--- src/design/servo_link_status_monitor_regs.svh ---
`ifndef SERVO_LINK_STATUS_MONITOR_REGS_SVH
`define SERVO_LINK_STATUS_MONITOR_REGS_SVH

// register indices on the plain register port
`define ADDR_PRES_LO      4'h0
`define ADDR_PRES_HI      4'h1
`define ADDR_LINK_ERR     4'h2
`define ADDR_CYCLE        4'h3
`define ADDR_USED_LO      4'h4
`define ADDR_USED_HI      4'h5
`define ADDR_CYCLE_CFG    4'h6
`define ADDR_IRQ_STATUS   4'h7
`define ADDR_IRQ_MASK     4'h8
`define ADDR_INDICATOR    4'h9

// reset values
`define RST_WORD          16'h0000
`define RST_USED          16'hffff
`define RST_CYCLE_CFG     3'h0
`define RST_IRQ           3'h0

// cycle lengths in microseconds
`define CYC_US_0P4        16'h0190
`define CYC_US_0P8        16'h0320
`define CYC_US_1P7        16'h06a4
`define CYC_US_3P5        16'h0dac
`define CYC_US_7P1        16'h1bbc
`define CYC_US_14P2       16'h3778

// axis count thresholds
`define AUTO_AXES_FAST    6'h08
`define AUTO_AXES_MID     6'h10
`define NET_DENSE_AMPS    5'h09

// host link error codes
`define LINK_ERR_NONE     16'h0000

// indicator codes, two bits to each indicator
`define IND_OFF           2'h0
`define IND_LIT           2'h1
`define IND_FLASH         2'h2
`define IND_PAD           12'h000

// interrupt bit positions
`define IRQ_PRES_CHG      0
`define IRQ_LINK_ERR      1
`define IRQ_LINK_OK       2

// field widths
`define CYCLE_CFG_W       3
`define IRQ_W             3

`endif

--- src/design/servo_link_status_monitor_pkg.sv ---
package servo_link_status_monitor_pkg;

  typedef logic [15:0] word_t;
  typedef logic [31:0] axis_vec_t;

  // operation cycle selection written by software
  typedef enum logic [2:0] {
    CYC_AUTO = 3'b000,
    CYC_0P4  = 3'b001,
    CYC_0P8  = 3'b010,
    CYC_1P7  = 3'b011,
    CYC_3P5  = 3'b100,
    CYC_7P1  = 3'b101,
    CYC_14P2 = 3'b110,
    CYC_RSVD = 3'b111
  } cycle_sel_t;

  // state of the presence tracker
  typedef struct packed {
    axis_vec_t sync1;
    axis_vec_t sync2;
    axis_vec_t pres;
    logic      change;
  } tracker_state_t;

  // state of the monitor top
  typedef struct packed {
    word_t      link_err;
    word_t      cycle_us;
    axis_vec_t  used;
    cycle_sel_t cycle_cfg;
    logic [2:0] irq_status;
    logic [2:0] irq_mask;
    logic       irq;
    word_t      rdata;
  } monitor_state_t;

endpackage : servo_link_status_monitor_pkg

--- src/design/servo_link_status_monitor.sv ---
// The implementer's own choices: the plain strobed port and the register addresses.
`timescale 1ns/1ps
`include "servo_link_status_monitor_regs.svh"

module servo_link_status_monitor (
  input  wire logic                                     i_clk_sys,         // 100 MHz clock
  input  wire logic                                     i_rst_b,           // async reset, low
  input  wire logic [3:0]                               i_addr,            // register index
  input  wire servo_link_status_monitor_pkg::word_t     i_wdata,           // write data
  input  wire logic                                     i_wr,              // write strobe
  input  wire logic                                     i_rd,              // read strobe
  output servo_link_status_monitor_pkg::word_t          o_rdata,           // read data, next cycle
  input  wire servo_link_status_monitor_pkg::axis_vec_t i_amp_comm_ok,     // per-axis comm ok pin
  input  wire logic                                     i_link_fault,      // host link fault pulse
  input  wire logic [2:0]                               i_link_fault_code, // fault code 1..5
  input  wire logic                                     i_link_normal,     // link resumed pulse
  output logic                                          o_irq              // level interrupt
);

  // register map on the plain port, one 16-bit word per index
  //   0  presence of axes 1-16, bit 0 is axis 1
  //   1  presence of axes 17-32, bit 0 is axis 17
  //   2  host link error word, last fault code held
  //   3  operation cycle actually run, in microseconds
  //   4  used-axis mask for axes 1-16, all ones after reset
  //   5  used-axis mask for axes 17-32, all ones after reset
  //   6  cycle selection in bits 2:0, automatic after reset
  //   7  interrupt status in bits 2:0, write ones to clear
  //   8  interrupt mask in bits 2:0, all masked after reset
  //   9  indicator word
  //   10 to 15 unmapped: read as zero, writes dropped
  // indices 0 to 3 and 9 are status; the program cannot write them
  // the register index is a word index, not a byte address

  // access timing
  //   a write takes effect at its strobe edge
  //   address and write data are looked at only beside a strobe
  //   read data stand in the cycle after the strobe and only there;
  //   in every other cycle they are zero, so a wired-or bus
  //   of several such blocks needs no extra gating
  //   reads and writes may follow each other with no gap
  //   the port never stalls the program; there is no wait state
  //   a strobe to an unmapped index is answered like any other

  // presence bitmap
  //   each axis pin passes two sync stages, then the bitmap register
  //   a pin change shows in the bitmap three edges later
  //   reset clears the bitmap, so every used axis is probed again
  //   an amplifier that stops talking drops its bit on its own; no
  //   reset is needed, and one that starts talking sets it the same way
  //   an axis masked out as unused reads zero whatever its pin shows
  //   bit 15 of the low word is axis 16, of the high word axis 32
  //   a pin that toggles faster than the clock can be missed entirely

  // interrupt status bits
  //   bit 0  presence bitmap changed, any axis, either direction
  //   bit 1  host link fault taken
  //   bit 2  host link resumed, with no fault in the same cycle
  //   the change bit trails the bitmap by one edge
  // a bit set and cleared in one cycle stays set: no event is lost to a
  // racing clear, at the cost of an occasional extra pass of the handler
  // the interrupt pin is high while any status bit is set and unmasked,
  // and it follows a mask write from the next cycle

  // cycle selection codes in index 6
  //   0 automatic, 1 0.4 ms, 2 0.8 ms, 3 1.7 ms
  //   4 3.5 ms, 5 7.1 ms, 6 14.2 ms
  //   7 is no valid choice and falls back to automatic
  // automatic runs 0.4 ms up to 8 used axes, 0.8 ms up to 16, else 1.7 ms
  // a network with nine or more talking amplifiers cannot be served in
  // 0.4 ms; the word then shows 0.8 ms, the cycle really run
  // axes 1-16 form the first network and axes 17-32 the second
  // the cycle word trails its inputs by one edge; reset loads it with 0.4 ms,
  // which it keeps until the first edge after reset

  // host link error word
  //   a fault pulse stores its code, zero extended to the word
  //   codes 1 to 5 are the defined faults; others are stored as given
  //   a resume pulse returns the word to zero, no error
  //   a resume in the cycle of a fault is dropped: the fault wins,
  //   since it is the newer and the more useful news
  //   a second fault overwrites the first; only the last code is kept
  //   reading the word does not clear it

  // indicator word, two bits to each indicator: 0 off, 1 lit, 2 flashing
  //   bits 1:0   amplifier network: off while no amplifier talks, lit
  //              when every used axis talks, flashing when only some do
  //   bits 3:2   host link: off while no error code is held, else flashing
  //   bits 15:4  read as zero

  // typical program sequences
  //   bring-up: write the used masks, then the cycle selection, then
  //   wait a few cycles before reading presence or the cycle word
  //   interrupt: read status, handle each set bit, write the same value
  //   back to clear exactly what was handled
  //   polling: the link error word may be read at any time

  // limitations
  //   the used-axis mask stands in for the system configuration;
  //   nothing here checks that a used axis exists on its network
  //   reset is the only controller reset; there is no soft reset
  //   right after a mask write the presence and indicator words may
  //   show the old state for a cycle

  servo_link_status_monitor_pkg::monitor_state_t s_reg;
  servo_link_status_monitor_pkg::monitor_state_t s_next;
  servo_link_status_monitor_pkg::axis_vec_t      presence;
  logic                                          pres_change;
  logic [5:0]                                    used_count;
  logic [4:0]                                    net0_amps;
  logic [4:0]                                    net1_amps;
  logic                                          net_dense;
  servo_link_status_monitor_pkg::word_t          cycle_sel_us;
  logic [`IRQ_W-1:0]                             irq_events;
  logic [1:0]                                    amp_ind;
  logic [1:0]                                    link_ind;
  servo_link_status_monitor_pkg::word_t          indicator_word;

  // per-axis presence bitmap lives in the tracker
  axis_presence_tracker axis_presence_tracker_inst (
    .i_clk_sys     (i_clk_sys),
    .i_rst_b       (i_rst_b),
    .i_amp_comm_ok (i_amp_comm_ok),
    .i_axis_used   (s_reg.used),
    .o_presence    (presence),
    .o_change      (pres_change)
  );

  // count of set bits in a half word
  function automatic logic [4:0] count16(input logic [15:0] v);
    logic [4:0] n;
    n = '0;
    for (int k = 0; k < 16; k++) begin
      n = n + 5'(v[k]);
    end
    return n;
  endfunction : count16

  // axes 1-16 ride the first amplifier network, 17-32 the second
  always_comb begin
    used_count = 6'(count16(s_reg.used[15:0])) + 6'(count16(s_reg.used[31:16]));
    net0_amps  = count16(presence[15:0]);
    net1_amps  = count16(presence[31:16]);
    net_dense  = (net0_amps >= `NET_DENSE_AMPS) || (net1_amps >= `NET_DENSE_AMPS);
  end

  // cycle actually used; dense network cannot keep up with 0.4 ms
  always_comb begin
    cycle_sel_us = `CYC_US_0P4;
    case (s_reg.cycle_cfg)
      servo_link_status_monitor_pkg::CYC_0P4:  cycle_sel_us = `CYC_US_0P4;
      servo_link_status_monitor_pkg::CYC_0P8:  cycle_sel_us = `CYC_US_0P8;
      servo_link_status_monitor_pkg::CYC_1P7:  cycle_sel_us = `CYC_US_1P7;
      servo_link_status_monitor_pkg::CYC_3P5:  cycle_sel_us = `CYC_US_3P5;
      servo_link_status_monitor_pkg::CYC_7P1:  cycle_sel_us = `CYC_US_7P1;
      servo_link_status_monitor_pkg::CYC_14P2: cycle_sel_us = `CYC_US_14P2;
      default: begin
        // automatic: few axes run fast, many axes slower
        if (used_count <= `AUTO_AXES_FAST) begin
          cycle_sel_us = `CYC_US_0P4;
        end else if (used_count <= `AUTO_AXES_MID) begin
          cycle_sel_us = `CYC_US_0P8;
        end else begin
          cycle_sel_us = `CYC_US_1P7;
        end
      end
    endcase
    if (net_dense && (cycle_sel_us == `CYC_US_0P4)) begin
      cycle_sel_us = `CYC_US_0P8;
    end
  end

  // interrupt-worthy events of this cycle
  always_comb begin
    irq_events                 = '0;
    irq_events[`IRQ_PRES_CHG]  = pres_change;
    irq_events[`IRQ_LINK_ERR]  = i_link_fault;
    irq_events[`IRQ_LINK_OK]   = i_link_normal & ~i_link_fault;
  end

  // indicator codes from live status; a partly populated network flashes
  // so that one missing amplifier among many is still noticed
  always_comb begin
    if (presence == '0) begin
      amp_ind = `IND_OFF;
    end else if (presence == s_reg.used) begin
      amp_ind = `IND_LIT;
    end else begin
      amp_ind = `IND_FLASH;
    end
    if (s_reg.link_err == `LINK_ERR_NONE) begin
      link_ind = `IND_OFF;
    end else begin
      link_ind = `IND_FLASH;
    end
    indicator_word = {`IND_PAD, link_ind, amp_ind};
  end

  // next state: status words, config writes, read data, interrupt
  always_comb begin
    s_next          = s_reg;
    s_next.rdata    = `RST_WORD;
    s_next.cycle_us = cycle_sel_us;

    // fault wins over a resume seen in the same cycle
    if (i_link_fault) begin
      s_next.link_err = servo_link_status_monitor_pkg::word_t'(i_link_fault_code);
    end else if (i_link_normal) begin
      s_next.link_err = `LINK_ERR_NONE;
    end

    // status words take no writes; only config, mask and w1c
    if (i_wr) begin
      if (i_addr == `ADDR_USED_LO) begin
        s_next.used[15:0] = i_wdata;
      end else if (i_addr == `ADDR_USED_HI) begin
        s_next.used[31:16] = i_wdata;
      end else if (i_addr == `ADDR_CYCLE_CFG) begin
        s_next.cycle_cfg =
          servo_link_status_monitor_pkg::cycle_sel_t'(i_wdata[`CYCLE_CFG_W-1:0]);
      end else if (i_addr == `ADDR_IRQ_STATUS) begin
        s_next.irq_status = s_reg.irq_status & ~i_wdata[`IRQ_W-1:0];
      end else if (i_addr == `ADDR_IRQ_MASK) begin
        s_next.irq_mask = i_wdata[`IRQ_W-1:0];
      end
    end

    // set after clear so an event in the clearing cycle survives
    s_next.irq_status = s_next.irq_status | irq_events;
    s_next.irq        = |(s_next.irq_status & s_next.irq_mask);

    // read data stand for exactly one cycle after the strobe
    if (i_rd) begin
      if (i_addr == `ADDR_PRES_LO) begin
        s_next.rdata = presence[15:0];
      end else if (i_addr == `ADDR_PRES_HI) begin
        s_next.rdata = presence[31:16];
      end else if (i_addr == `ADDR_LINK_ERR) begin
        s_next.rdata = s_reg.link_err;
      end else if (i_addr == `ADDR_CYCLE) begin
        s_next.rdata = s_reg.cycle_us;
      end else if (i_addr == `ADDR_USED_LO) begin
        s_next.rdata = s_reg.used[15:0];
      end else if (i_addr == `ADDR_USED_HI) begin
        s_next.rdata = s_reg.used[31:16];
      end else if (i_addr == `ADDR_CYCLE_CFG) begin
        s_next.rdata = servo_link_status_monitor_pkg::word_t'(s_reg.cycle_cfg);
      end else if (i_addr == `ADDR_IRQ_STATUS) begin
        s_next.rdata = servo_link_status_monitor_pkg::word_t'(s_reg.irq_status);
      end else if (i_addr == `ADDR_IRQ_MASK) begin
        s_next.rdata = servo_link_status_monitor_pkg::word_t'(s_reg.irq_mask);
      end else if (i_addr == `ADDR_INDICATOR) begin
        s_next.rdata = indicator_word;
      end
    end
  end

  // single state register for the monitor top; the tracker keeps its own
  always_ff @(posedge i_clk_sys or negedge i_rst_b) begin
    if (!i_rst_b) begin
      s_reg.link_err   <= `LINK_ERR_NONE;
      s_reg.cycle_us   <= `CYC_US_0P4;
      s_reg.used       <= {`RST_USED, `RST_USED};
      s_reg.cycle_cfg  <= servo_link_status_monitor_pkg::CYC_AUTO;
      s_reg.irq_status <= `RST_IRQ;
      s_reg.irq_mask   <= `RST_IRQ;
      s_reg.irq        <= 1'b0;
      s_reg.rdata      <= `RST_WORD;
    end else begin
      s_reg <= s_next;
    end
  end

  assign o_rdata = s_reg.rdata;
  assign o_irq   = s_reg.irq;

endmodule : servo_link_status_monitor

--- src/design/axis_presence_tracker.sv ---
`timescale 1ns/1ps
`include "servo_link_status_monitor_regs.svh"

module axis_presence_tracker (
  input  wire logic                                     i_clk_sys,      // system clock
  input  wire logic                                     i_rst_b,        // async reset, low
  input  wire servo_link_status_monitor_pkg::axis_vec_t i_amp_comm_ok,  // amp talks, async
  input  wire servo_link_status_monitor_pkg::axis_vec_t i_axis_used,    // configured axes
  output servo_link_status_monitor_pkg::axis_vec_t       o_presence,    // presence bitmap
  output logic                                          o_change        // bitmap changed
);

  servo_link_status_monitor_pkg::tracker_state_t s_reg;
  servo_link_status_monitor_pkg::tracker_state_t s_next;
  servo_link_status_monitor_pkg::axis_vec_t      pres_next;

  // one presence cell per axis, continuous tracking both ways
  generate
    for (genvar i = 0; i < 32; i++) begin : g_axis
      assign pres_next[i] = i_axis_used[i] & s_reg.sync2[i];
    end
  endgenerate

  // first sync stage feeds only the second
  always_comb begin
    s_next        = s_reg;
    s_next.sync1  = i_amp_comm_ok;
    s_next.sync2  = s_reg.sync1;
    s_next.pres   = pres_next;
    s_next.change = (pres_next != s_reg.pres);
  end

  // bitmap starts empty, so every axis is probed after reset
  always_ff @(posedge i_clk_sys or negedge i_rst_b) begin
    if (!i_rst_b) begin
      s_reg <= '0;
    end else begin
      s_reg <= s_next;
    end
  end

  assign o_presence = s_reg.pres;
  assign o_change   = s_reg.change;

endmodule : axis_presence_tracker

--- config.mk ---
export PLATFORM = sky130hd
export DESIGN_NAME = servo_link_status_monitor
export DESIGN_NICKNAME = d
export VERILOG_FILES = /design/src/design/servo_link_status_monitor_pkg.sv /design/src/design/servo_link_status_monitor.sv /design/src/design/axis_presence_tracker.sv
export VERILOG_INCLUDE_DIRS = /design/src /design/src/design
export SDC_FILE = /design/constraint.sdc
export NUM_CORES = 1
export LEC_CHECK = 0
export ABC_AREA = 1
export BUFFER_PORTS_ARGS = -buffer_cell sky130_fd_sc_hd__buf_4
export CAP_MARGIN = 25
export CORE_UTILIZATION = 45
export DETAILED_ROUTE_END_ITERATION = 6
export HOLD_SLACK_MARGIN = 0.08
export PLACE_DENSITY = 0.69
export SYNTH_ARGS = -nofsm -noshare
export SYNTH_HDL_FRONTEND = slang
export SYNTH_SLANG_ARGS = --single-unit
--- constraint.sdc ---
create_clock -name i_clk_sys -period 6.2 [get_ports i_clk_sys]
set_clock_uncertainty 0.1 [all_clocks]
set_input_delay 0.93 -clock i_clk_sys [delete_from_list [all_inputs] [get_ports i_clk_sys]]
set_output_delay 0.93 -clock i_clk_sys [all_outputs]
set_load 0.02 [all_outputs]
Word level (Yosys, flattened, before mapping). Cells that the tools add are included. Widths: inputs -> output; s select.

Bits in registers: 187. Output and inout bits: 17. Word-level logic and storage cells: 173. Input bits: 61.

Reduce and logical (&&, ||, !) cells: 10. Magnitude comparators: 4. Multiplexer cells: 27. Equal/unequal tests: 18. Add/subtract/negate cells: 61. Bitwise operators: 40.

Operator list (number): $add 5x1->5 (44); $mux 16 (10); $pmux 14 s6 (1); $and 1x1->1 (33); $eq 32x32->1 (1); $logic_not 32->1 (1); $ne 32x32->1 (1); $mux 6 (4); $mux 11 (2); $add 4x1->5 (4); $add 3x1->4 (4); $eq 16x9->1 const B (1); $eq 4x3->1 const B (4); $logic_not 16->1 (1); $mux 4 (4); $add 2x1->3 (4); $ge 5x4->1 const B (2); $eq 3x3->1 const B (3); $mux 3 (3); $add 1x1->2 (4); $eq 4x2->1 const B (2); $eq 4x4->1 const B (2); $add 5x5->6 (1); $and 3x3->3 (2); other kinds (17) (22).

Logic depth before layout (Yosys ltp). Gate-level depths: netlist of the first run.

Depth in word-level cells: 23. Depth in mapped cells: 21. Gate-level depth less buffers: 21.

By module. Synthesis of the first run repeated with hierarchy kept, for this count alone.

Cells, all modules: 1039. Area, all modules: 9196.3 µm².

By module, submodules not included: servo_link_status_monitor (instances 1, cells each 693, area each 5667.9 µm²); axis_presence_tracker (instances 1, cells each 346, area each 3528.4 µm²).

Least setup slack after synthesis of the first run. OpenSTA, ideal clock, no wires.

Path type: register -> register. Start point: reg s_reg[37] (netlist bit). End point: reg s_reg[62] (netlist bit). Cell stages (with the launch flop): 20. Data arrival time: 5.268 ns. Path slack: 0.759 ns. Period minus slack after synthesis: 5.441 ns. Data required time: 6.027 ns. Cell sequence: dfstp_2 > inv_1 > fa_1 > fa_1 > fa_1 > fa_1 > fa_1 > fa_1 > inv_1 > ha_1 > fa_1 > xor2_1 > nor3_1 > o21ai_1 > o21ai_2 > nand3b_1 > nor2_2 > inv_2 > nand3_1 > inv_1.

Cells in the longest elaborated chain, start to end: 13. Elaborated cells on any way between the ends: 14. Classes of those cells: add/sub (6); order compare (2); eq/ne (1); mux (4); reduce/logical (1).

Ends and longest elaborated chain: start, declared (RTL line servo_link_status_monitor.sv:105) `servo_link_status_monitor_pkg::monitor_state_t s_reg;`; start signal, assigned (RTL line servo_link_status_monitor.sv:270) `s_reg <= s_next;`; $add 5x1->5 * (5 in series) (RTL line servo_link_status_monitor.sv:134) `n = n + 5'(v[k]);`; $add 5x5->6 * (RTL line servo_link_status_monitor.sv:141) `used_count = 6'(count16(s_reg.used[15:0])) + 6'(count16(s_reg.used[31:16]));`; $le 6x5->1 (no line); $mux 11 (RTL line servo_link_status_monitor.sv:161) `` end else if (used_count <= `AUTO_AXES_MID) begin ``; $mux 11 * (RTL line servo_link_status_monitor.sv:159) `` if (used_count <= `AUTO_AXES_FAST) begin ``; $pmux 14 s6 * (RTL line servo_link_status_monitor.sv:150) `case (s_reg.cycle_cfg)`; $eq 16x9->1 (no line); $logic_and 1x1->1 (RTL line servo_link_status_monitor.sv:168) `` if (net_dense && (cycle_sel_us == `CYC_US_0P4)) begin ``; $mux 16 * (RTL line servo_link_status_monitor.sv:168); named net cycle_sel_us[4] (RTL line servo_link_status_monitor.sv:113) `servo_link_status_monitor_pkg::word_t cycle_sel_us;`.

The timed path passes the listed nets; every way through them passes the cells marked *. A chain may end at the register's enable or synchronous reset.

Worst setup path after layout of the first run.
Start point: reg s_reg[26] (netlist bit). End point: reg s_reg[63] (netlist bit).

Cells in the longest elaborated chain, start to end: 23. Elaborated cells on any way between the ends: 24. Classes of those cells: add/sub (16); order compare (2); eq/ne (1); mux (4); reduce/logical (1).

Ends and longest elaborated chain (RTL line): $add 1x1->2 * (servo_link_status_monitor.sv:134); $add 2x1->3 * (servo_link_status_monitor.sv:134); $add 3x1->4 * (servo_link_status_monitor.sv:134); $add 4x1->5 * (servo_link_status_monitor.sv:134); $add 5x1->5 * (11 in series) (servo_link_status_monitor.sv:134); $add 5x5->6 * (servo_link_status_monitor.sv:141); $le 6x5->1 (no line); $mux 11 (servo_link_status_monitor.sv:161); $mux 11 * (servo_link_status_monitor.sv:159); $pmux 14 s6 * (servo_link_status_monitor.sv:150); $eq 16x9->1 (no line); $logic_and 1x1->1 (servo_link_status_monitor.sv:168); $mux 16 * (servo_link_status_monitor.sv:168); named net cycle_sel_us[5] (servo_link_status_monitor.sv:113).

Marks and branches as above.

==> summary.md, run 1 <==
The logs give 0.390 ns for the worst path setup slack after routing and 0 for the number of antenna violations at the first check in global routing. At the pin with the least slew margin, the transition time is 0.789 ns. The final setup violation count is 0. Detailed placement finished with a half-perimeter wire length of 16.2 mm. The run gives 0.495 as the sequential element share of the synthesized area. After synthesis, the mean cell area works out to 9.42 um^2.

The die outline height is 141 um. In this run the tool buffered the top-level ports with 77 buffer cells. The starting density of the core is 0.460, and the die outline width is 141 um. Buffers added to address setup during post-CTS repair amount to 0. The total area inside the core boundary comes to 0.0188 mm^2. STA classifies the critical path endpoint as a register. The worst setup path is of the register to register kind. The filler cells instantiated in the layout total 1745. The I/O pin total came out at 78. For the worst-skew pair, the clock arrives at the later sink with an insertion delay of 0.43 ns. The number of distinct library cells after synthesis is 42. The DRC violation count after routing was 0; the global-route wire length before repair was 33.7 mm.

Final critical path time including I/O delays and setup: 5.81 ns. For the worst setup path, the data arrival time is 6.01 ns. The leakage power summed over all cells came out at 5.08 nW. For the count of routing violations after the opening detailed-route iteration, the log shows 416. Setup repair after global routing left no endpoint under its margin. The run gives 6.40 ns as the data required time at the worst endpoint. The type of the tightest min-delay check is input port to async pin. The logs give 0 for the count of final hold-check violations and 7 for the total iterations of the first detailed-routing run.

The run gives 0 as the number of maximum-capacitance constraint violations. After clock tree synthesis, the clock-pin slew on the worst setup and hold paths is 0.07 ns. The run gives 0.0197 mm^2 as the overall die area.

The run gives 0 as the number of nets still failing antenna checks after routing. The root cell of the clock tree was clkbuf_16. Counting every instance in the synthesized netlist gives 917.

The synthesis warning total was 0. The critical path launch point type was a register. The worst max-slew margin expressed relative to the limit was 0.474.

Along the worst path, the maximum fanout reaches 4. The area added between synthesis and finish came out at 15.4%. No sink is reached through more buffers than the 2 on the longest clock path. Number of placement rows: 50.

Adding up every negative setup slack in the final design gives 0 ns. The logs give 21.1 mm for the wire length after detailed routing and 0 for the total of hold buffers inserted after clock tree synthesis. The tools report the number of global-route vias before repair as 6227. In this design, the critical path's most frequently occurring cell is fa_1. Number of flip-flops in the largest register: 55.

The final critical-path share of the clock period is 0.937. Dividing the detail-routed via count by the number of cells gives 5.06. The critical path goes through inv_2 > fa_1 > fa_1 > fa_1 > fa_1 > fa_1 > fa_1 > inv_1 > ha_1 > fa_1 > xor2_1 > nor3_1 > o21ai_1 > o21ai_2 > inv_1 > nor3_1 > nand3_1.

For this design, the slowest cell found on the critical path is dfstp_2. The multi-input combinational cells in the finished layout cover a total of 0.00354 mm^2. Gates resized during post-CTS repair numbered 0. The total power divided by cell area came out at 553 mW/mm^2. The worst slack at placement is 0.412 ns. For the maximum operating frequency, the log shows 172 MHz.

The number of H-tree levels was 4. TritonCTS built the clock tree. The final antenna diode count was 0. The synthesized design contains 169 register bits.

Net total in the final layout: 1112. The largest single stage delay on the critical path is 0.56 ns. The max-slew violation count came out at 0. VDD sags by at most 0.422 mV. Post-synthesis net count: 1041. The number of clock buffers inserted by TritonCTS came out at 17.

For the number of vias in the routed layout, the log shows 6244. After detailed routing, the average wire length per cell comes to 17.1 um. Global routing finished with a remaining overflow of 0. The layout cell share with drive strength beyond 1 works out to 0.185.

The number of clock sinks was 169; the global router's overall resource usage was 0.232. Summing all flip-flop and latch instances after layout gives 0.00427 mm^2. The tools report the pin count of the biggest net entering global routing as 105.

The mapped netlist covers 0.00863 mm^2. The flow ran to the end, and the final reports show no timing, DRC or antenna violations. At the end of routability-driven placement, the weighted congestion stood at 0.889.
## power by group
part	total [mW]	internal [mW]	switching, mW
Combinational	3.03	1.24	1.78
Clock	1.05	0.604	0.441
Sequential	1.44	1.30	0.144
Total	5.52	3.15	2.37
## worst max-delay path: cells and delay by family (launching register included)
family          cells  cell delay [ns]
xor+xnor            1             0.18
buf+inv             3             0.16
compound gates      2             0.34
flops               1             0.56
simple gates        3             0.54
fa+ha+maj           8             3.81
## stage by stage
stage / std cells / cell area, um^2 / power, mW / util / hold slack (ns)
floorplan: 917 / 8630 / 3.79 / - / 0.231
global placement: 1201 / 9340 / 4.44 / 0.497 / 0.233
detailed placement: 1201 / 9340 / 4.45 / 0.497 / 0.235
CTS: 1233 / 9910 / 5.55 / 0.528 / 0.249
global route: 1235 / 9970 / 6.13 / 0.531 / 0.162
finish: 1235 / 9970 / 5.52 / 0.531 / 0.177
## synthesized netlist by cell type
cell,instances,area [um^2]
dfrtp_1,134,3350
nor2_2,4,25.0
a211oi_2,3,37.5
or2_2,2,12.5
or2_1,1,6.26
a211oi_1,3,22.5
o21ai_2,1,8.76
a31oi_1,8,50.1
o21ai_1,43,215
ha_1,19,238
a21o_1,1,7.51
nor3b_1,1,7.51
xor2_1,22,193
nor3_1,8,40.0
buf_4,17,128
o221ai_1,3,26.3
nor4_1,5,31.3
nand2_2,2,12.5
buf_2,10,50.1
fa_1,44,881
o22ai_1,7,43.8
o2111a_1,1,11.3
o2111ai_1,1,8.76
nand2_4,1,11.3
nor2_1,43,161
nor2_4,1,11.3
nand2_1,230,863
nand3b_1,2,15.0
xnor2_1,22,193
nor4_4,1,21.3
inv_2,25,93.8
a22o_1,1,8.76
o31ai_1,1,7.51
a21oi_1,23,115
nor3_4,1,16.3
inv_1,145,544
clkbuf_1,1,3.75
a221oi_1,3,26.3
nand3_1,23,115
dfstp_2,35,920
nand4_1,3,18.8
o21ai_0,16,80.1
## path summary, 6_finish.rpt
path	depth (start not counted)	startpoint	slack (ns)	end
min in group i_clk_sys	0	axis_presence_tracker_inst.s_next[42]	0.24	axis_presence_tracker_inst.s_reg[42]
min	1	i_rst_b	0.18	axis_presence_tracker_inst.s_next[50]
max	17	s_reg[26]	0.39	s_reg[63]
max reg2reg	17	s_reg[26]	0.39	s_reg[63]
min reg2reg	0	axis_presence_tracker_inst.s_next[42]	0.24	axis_presence_tracker_inst.s_reg[42]
max in group asynchronous	3	i_rst_b	4.30	axis_presence_tracker_inst.o_presence[26]
## area by class of cell
class | count | share of cell area
multi-input cells | 550 | 0.355
well taps | 234 | 0.0294
repair buffers | 80 | 0.0647
clock inverters | 11 | 0.0126
clock buffers | 21 | 0.0452
inverters | 170 | 0.0640
flip-flops and latches | 169 | 0.429
## layout by cell type, fill, tap and decap left out, types with 3 or more instances in the layout
cell         n
inv_2       25
nor2_2       4
nor2_1      43
fa_1        44
nor3_1       8
clkbuf_16   17
dfrtp_1    134
o21ai_0     16
nand4_1      3
inv_1      145
dfstp_2     35
a221oi_1     3
ha_1        19
a211oi_2     3
nand2_1    230
xor2_1      22
nand3_1     23
xnor2_1     22
o22ai_1      7
clkinv_2     3
o21ai_1     43
a211oi_1     3
clkbuf_1     3
nor4_1       5
clkinv_4     4
a31oi_1      8
a21oi_1     23
buf_4       77
o221ai_1     3
## cells by family after synthesis
family          count (synthesis)  share of synthesized area
simple gates                  328                      0.159
buf+inv                       198                     0.0949
flops                         169                      0.495
compound gates                115                     0.0775
fa+ha+maj                      63                      0.130
xor+xnor                       44                     0.0446
## metal layers
metal,GRT usage,vias to the layer above,routed length (um),share of wire
li1,-,2966,-,-
met1,0.320,3019,9360,0.44
met2,0.373,233,9970,0.47
met3,0.0475,26,1390,0.066
met4,0.0664,0,415,0.020
met5,0,-,0,0
No activity file was read; power rests on OpenSTA's default activity.
==> inputs of run 2 (changes only) <==
==> constraint.sdc (replaced) <==
create_clock -name i_clk_sys -period 6.6 [get_ports i_clk_sys]
set_clock_uncertainty 0.1 [all_clocks]
set_input_delay 0.66 -clock i_clk_sys [delete_from_list [all_inputs] [get_ports i_clk_sys]]
set_output_delay 0.66 -clock i_clk_sys [all_outputs]
set_load 0.02 [all_outputs]
==> run 2 against run 1 <==
First-iteration DRC count is 31% higher; design area fell by 0.60%; non-clock buffer count unchanged; critical path type unchanged; global-route usage shrank 0.27 points; largest cell class unchanged; total power is 6.6% lower; fmax decreased by 0.26%; sequential share of layout area rose by 0.26 points; sequential power fell by 6%; register-to-register slack better by 0.38 ns; count of clock-buffer cells in the layout fell by 2; worst setup slack gained 0.38 ns.
==> summary.md, run 2 (synthesis gave the netlist of run 1 again) <==
The run finished with clean final reports. The total power divided by cell area was 520 mW/mm^2 (-6.1%); the leakage power summed over all cells was 5.06 nW (-0.40%). The tools report the standard cell area after detailed placement as 0.00935 mm^2 (+0.16%). The area added between synthesis and finish is 14.7%, and the DRC violation count after routing is 0 (unchanged). The overall die area came out at 0.0197 mm^2 (unchanged). The die outline width is 141 um (unchanged).

The global router's overall resource usage is 0.229 (-0.00273), and the met2 wire length is 9.67 mm (-3.0%). The critical path is of the register to register type. The logs give 1701 (-2.5%) for the total of fill cells in the finished design and 169 (unchanged) for the number of clock sinks. For the number of H-tree levels, the log shows 4 (unchanged).

The global-route wire length before repair was 33.2 mm (-1.6%); the overall overflow remaining after global route was 0 (unchanged). The tools report the total of hold buffers inserted after clock tree synthesis as 0 (unchanged). TritonCTS built the clock tree.

The run gives 0.43 ns (about the same) as the later-pin clock latency in the skew report. The tools report the worst slack at placement as 0.829 ns (+0.418 ns). For the number of maximum-capacitance constraint violations, the log shows 0 (unchanged). The post-route cell area was 0.00991 mm^2 (-0.60%); the data required time at the worst endpoint was 6.80 ns (+0.40 ns).

The starting density of the core was 0.460 (unchanged). Number of buffers added on ports: 77 (unchanged). The tools report the footprint of the multi-input gates as 0.00354 mm^2 (unchanged). The tools report the category of the worst setup path capture point as a register. The clock-pin slew of the registers on the worst-case setup and hold paths was 0.07 ns (about the same); the routed wire length on met3 was 1.19 mm (-15%).

The tools report the worst IR drop on VDD as 0.476 mV (+13%). Critical path launch point type: a register. The count of final hold-check violations is 0 (unchanged), and the final critical path time including I/O delays and setup is 5.82 ns (+0.0151 ns). The net total in the final layout was 1112 (unchanged).

The average routed wire per standard cell is 16.9 um (-1.5%). The library cells used most frequently in the layout, excluding fill and tap cells, are nand2_1, inv_1, dfrtp_1. Setup repair after global routing left no endpoint under its margin. The layout cell share with drive strength beyond 1 is 0.187 (+0.00200). The count of routing violations after the opening detailed-route iteration is 543 (+31%), and the wire length after detailed routing is 20.8 mm (-1.5%). For the met1 wire length, the log shows 9.58 mm (+2.3%). The run gives 0 (unchanged) as the count of buffers added by post-CTS timing repair for setup.

The number of nets still failing antenna checks after routing is 0 (unchanged), and the post-route non-filler standard cell count is 1235 (unchanged). The most common cell after layout, fill and taps aside is nand2_1. The post-detailed-placement half-perimeter wirelength is 16.0 mm (-0.82%), and the transition time at the pin with the least slew margin is 0.786 ns (-0.00297 ns). The final antenna diode count was 0 (unchanged); the number of flip-flops in the largest register was 55 (unchanged). The run gives 6143 (-1.6%) as the number of vias in the routed layout. The top fanout value on the critical path was 4 (unchanged); the number of placed instances with taps included was 1203 (+0.17%).

The number of placement rows was 50 (unchanged); the pin count of the biggest net entering global routing was 67 (-36%). The root cell of the clock tree was clkbuf_16. Sum of negative setup slack: 0 ns (unchanged).

The storage element area came out at 0.00427 mm^2 (unchanged). The number of clock buffers inserted by TritonCTS came out at 17 (unchanged). The worst path setup slack after routing was 0.775 ns (+0.385 ns).

For the worst max-slew margin expressed relative to the limit, the log shows 0.476 (+0.00198). The die outline height works out to 141 um (unchanged). The average vias per placed instance is 4.97 (-1.6%), and the final setup violation count is 0 (unchanged). The max-slew violation count came out at 0 (unchanged). Placer's final routability congestion estimate: 0.935 (+5.1%). I/O pin total: 78 (unchanged).

Type of the tightest min-delay check: input port to async pin. The post-cts repair resize count was 0 (unchanged); the worst-case clock buffer depth was 2 (unchanged). The number of global-route vias before repair is 6052 (-2.8%).

Signal routing reaches up to met4. The total iterations of the first detailed-routing run was 7 (unchanged); the maximum operating frequency was 172 MHz (-0.26%). The data arrival time of the critical path is 6.02 ns (about the same), and the number of antenna violations at the first check in global routing is 0 (unchanged). The final critical-path share of the clock period came out at 0.883 (-0.0545).

The area of the placeable core is 0.0188 mm^2 (unchanged).
## run 2: report_power, final
part / internal, mW / switching (mW) / total, mW
Combinational: 1.17 / 1.68 / 2.85
Clock: 0.504 / 0.437 / 0.941
Sequential: 1.22 / 0.138 / 1.36
Total: 2.90 / 2.25 / 5.15
## run 2: worst paths after layout
kind                                                            start                                     to  slack [ns]  cells after the start
worst min register to register  axis_presence_tracker_inst.s_next[41]   axis_presence_tracker_inst.s_reg[41]        0.25                      0
worst max-delay path                                        s_reg[26]                              s_reg[63]        0.78                     17
worst min-delay path                                          i_rst_b  axis_presence_tracker_inst.s_next[50]        0.07                      1
worst max register to register                              s_reg[26]                              s_reg[63]        0.78                     17
max in group asynchronous                                     i_rst_b                            o_rdata[15]        5.18                      2
min in group i_clk_sys                              i_amp_comm_ok[28]  axis_presence_tracker_inst.s_next[61]        0.23                      1
## run 2: routing by layer
layer,vias up,track usage
li1,2976,-
met1,2973,0.331
met2,171,0.358
met3,23,0.0383
met4,0,0.0646
met5,-,0
## run 2: metrics by stage
step / hold slack (ns) / power [mW] / util
finish: 0.0654 / 5.15 / 0.528
floorplan: 0.231 / 3.56 / -
CTS: 0.0823 / 5.15 / 0.528
global route: 0.101 / 5.70 / 0.528
global placement: 0.232 / 4.17 / 0.498
detailed placement: 0.235 / 4.16 / 0.498
## run 2: cell type report
cell class,count,area share
clock buffer,19,0.0447
clock inverter,13,0.0114
multi-input combinational,550,0.358
inverter,170,0.0644
sequential,169,0.431
tap,234,0.0296
timing repair buffer,80,0.0610
## run 2: critical path, stage by stage (launching register included)
cell and delay (ns):
dfstp_2 0.56, inv_2 0.07, fa_1 0.53, fa_1 0.53, fa_1 0.52, fa_1 0.53, fa_1 0.52, fa_1 0.55
inv_1 0.05, ha_1 0.21, fa_1 0.40, xor2_1 0.18, nor3_1 0.24, o21ai_1 0.14, o21ai_2 0.20, inv_1 0.06
nor3_1 0.19, nand3_1 0.11
==> inputs of run 3 (changes only) <==
Clock period 6.6 ns to 7.1 ns, I/O delays scaled along.
==> run 3 against run 2 <==
Die area did not move; combinational power down 7.0%; wire length increased by 0.12%; sequential cell count unchanged; non-clock buffer count down 1; total power is 5.6% lower; clock power about the same; fmax rose by 0.10%; core utilization increased by 0.16 points; global-route usage is essentially flat; critical endpoint unchanged.
==> summary.md, run 3 (synthesis gave the netlist of run 1 again) <==
The average routed wire per standard cell was 16.9 um (+0.20%). The category of the critical setup timing path is register to register. The post-route cell area came out at 0.00994 mm^2 (+0.30%). The run gives 472 (-13%) as the count of routing violations after the opening detailed-route iteration.

For the global router's overall resource usage, the log shows 0.230 (+0.000259). The final setup violation count is 0 (unchanged). The logs give 169 (unchanged) for the number of clock sinks and 0.0197 mm^2 (unchanged) for the overall die area. The max-slew violation count was 0 (unchanged). The category of the worst setup path capture point is a register. Number of antenna violations at the first check in global routing: 0 (unchanged).

The area of the placeable core came out at 0.0188 mm^2 (unchanged). The data required time at the worst endpoint came out at 7.31 ns (+0.51 ns). The tools report the worst max-slew margin expressed relative to the limit as 0.366 (-0.110).

Total power divided by cell area: 489 mW/mm^2 (-5.9%). The post-cts repair resize count is 0 (unchanged), and the total of fill cells in the finished design is 1717 (+0.94%). Setup repair after global routing left no endpoint under its margin.

The logs give 0 (unchanged) for the number of nets still failing antenna checks after routing and 0 (unchanged) for the overall overflow remaining after global route. The run gives 4.86 mW (-5.6%) as the total power consumption of the routed design. Worst-case clock buffer depth: 2 (unchanged). The standard cell area after detailed placement came out at 0.00934 mm^2 (about the same). The die outline height is 141 um (unchanged). The number of H-tree levels was 4 (unchanged); the number of flip-flops in the largest register was 55 (unchanged). The run gives 0.242 ns (+0.176 ns) as the tightest hold margin. The top fanout value on the critical path is 4 (unchanged).

The placer's final routability congestion estimate came out at 0.936 (+0.20%). The total iterations of the first detailed-routing run was 5 (-2). The run gives 0.44 ns (about the same) as the later-pin clock latency in the skew report. Number of placement rows: 50 (unchanged).

CTS placed an instance of clkbuf_16 at the clock tree root. Transition time at the pin with the least slew margin: 0.951 ns (+0.165 ns). The number of clock buffers inserted by TritonCTS is 17 (unchanged). Data arrival time of the critical path: 6.03 ns (about the same). The library cell used most frequently in the layout, excluding fill and tap cells, is nand2_1. The critical path launch point type is a register. The number of buffers added on ports is 77 (unchanged). The average vias per placed instance is 4.97 (-0.18%).

I/O pin total: 78 (unchanged). The die outline width is 141 um (unchanged), and the sum of negative setup slack is 0 ns (unchanged). The logs give 6127 (-0.26%) for the number of vias in the routed layout and 105 (+57%) for the pin count of the biggest net entering global routing.

The run gives 0 (unchanged) as the final antenna diode count. The tools report the starting density of the core as 0.460 (unchanged). The worst IR drop on VDD was 0.576 mV (+21%). The layout cell share with drive strength beyond 1 is 0.185 (-0.00181), and the leakage power summed over all cells is 5.07 nW (+0.16%).

Relative to the synthesized area, the layout overhead comes to 15.1%. The run gives 0 (unchanged) as the count of buffers added by post-CTS timing repair for setup. Global-route wire length before repair: 33.4 mm (+0.56%).

For the number of maximum-capacitance constraint violations, the log shows 0 (unchanged). TritonCTS built the clock tree. The worst hold path belongs to the class input port to async pin.

The count of final hold-check violations is 0 (unchanged), and the number of global-route vias before repair is 5964 (-1.5%). The wire length after detailed routing is 20.8 mm (+0.12%). The run finished with clean final reports. Maximum operating frequency: 172 MHz (+0.10%). In the layout the commonest cells are nand2_1, inv_1, dfrtp_1. The final critical path time including I/O delays and setup was 5.82 ns (-0.00606 ns).

The clock-pin slew of the registers on the worst-case setup and hold paths came out at 0.07 ns (about the same). The worst slack at placement is 1.32 ns (+0.488 ns). The final critical-path share of the clock period was 0.820 (-0.0630); the worst path setup slack after routing was 1.28 ns (+0.506 ns). The total of hold buffers inserted after clock tree synthesis was 0 (unchanged); the DRC violation count after routing was 0 (unchanged).

The post-detailed-placement half-perimeter wirelength came out at 15.8 mm (-1.4%). Net total in the final layout: 1111 (-0.090%).
run 3: critical path, cell delays in order (launching register included):
cell	delay [ns]
dfstp_2	0.57
inv_2	0.06
fa_1	0.54
fa_1	0.52
fa_1	0.51
fa_1	0.53
fa_1	0.53
fa_1	0.55
inv_1	0.05
ha_1	0.21
fa_1	0.40
xor2_1	0.17
nor3_1	0.25
o21ai_1	0.13
o21ai_2	0.20
inv_1	0.06
nor3_1	0.20
nand3_1	0.11
run 3: layout make-up:
class	count	area [um^2]	share of cell area
Tap cell	234	293	0.0295
Clock inverter	14	164	0.0165
Inverter	170	638	0.0642
Timing Repair Buffer	79	597	0.0601
Clock buffer	18	429	0.0432
Sequential cell	169	4270	0.430
Multi-Input combinational cell	550	3540	0.357
run 3: path summary, 6_finish.rpt:
| kind | start | to | slack [ns] | cells past startpoint |
|---|---|---|---|---|
| min in group i_clk_sys | axis_presence_tracker_inst.s_next[40] | axis_presence_tracker_inst.s_reg[40] | 0.25 | 0 |
| max reg2reg | s_reg[26] | s_reg[63] | 1.28 | 17 |
| min | i_rst_b | axis_presence_tracker_inst.s_next[50] | 0.24 | 1 |
| max | s_reg[26] | s_reg[63] | 1.28 | 17 |
| max in group asynchronous | i_rst_b | axis_presence_tracker_inst.s_reg[64] | 5.28 | 2 |
| min reg2reg | axis_presence_tracker_inst.s_next[40] | axis_presence_tracker_inst.s_reg[40] | 0.25 | 0 |
run 3: per-stage QoR:
step,std cells,utilization
floorplan,917,-
global placement,1202,0.498
detailed placement,1202,0.498
CTS,1234,0.529
global route,1234,0.529
finish,1234,0.529
run 3: per-layer routing:
metal  GRT usage  vias up  routed length (um)
met1       0.326     2954                9490
met5           0        -                   0
met3      0.0448       20                1280
li1            -     2969                   -
met4      0.0681        0                 308
met2       0.359      184                9760
run 3: power breakdown:
group          total [mW]  switching [mW]  internal [mW]
clock network       0.943           0.415          0.528
logic                2.65            1.56           1.09
registers            1.26           0.129           1.14
total                4.86            2.11           2.75
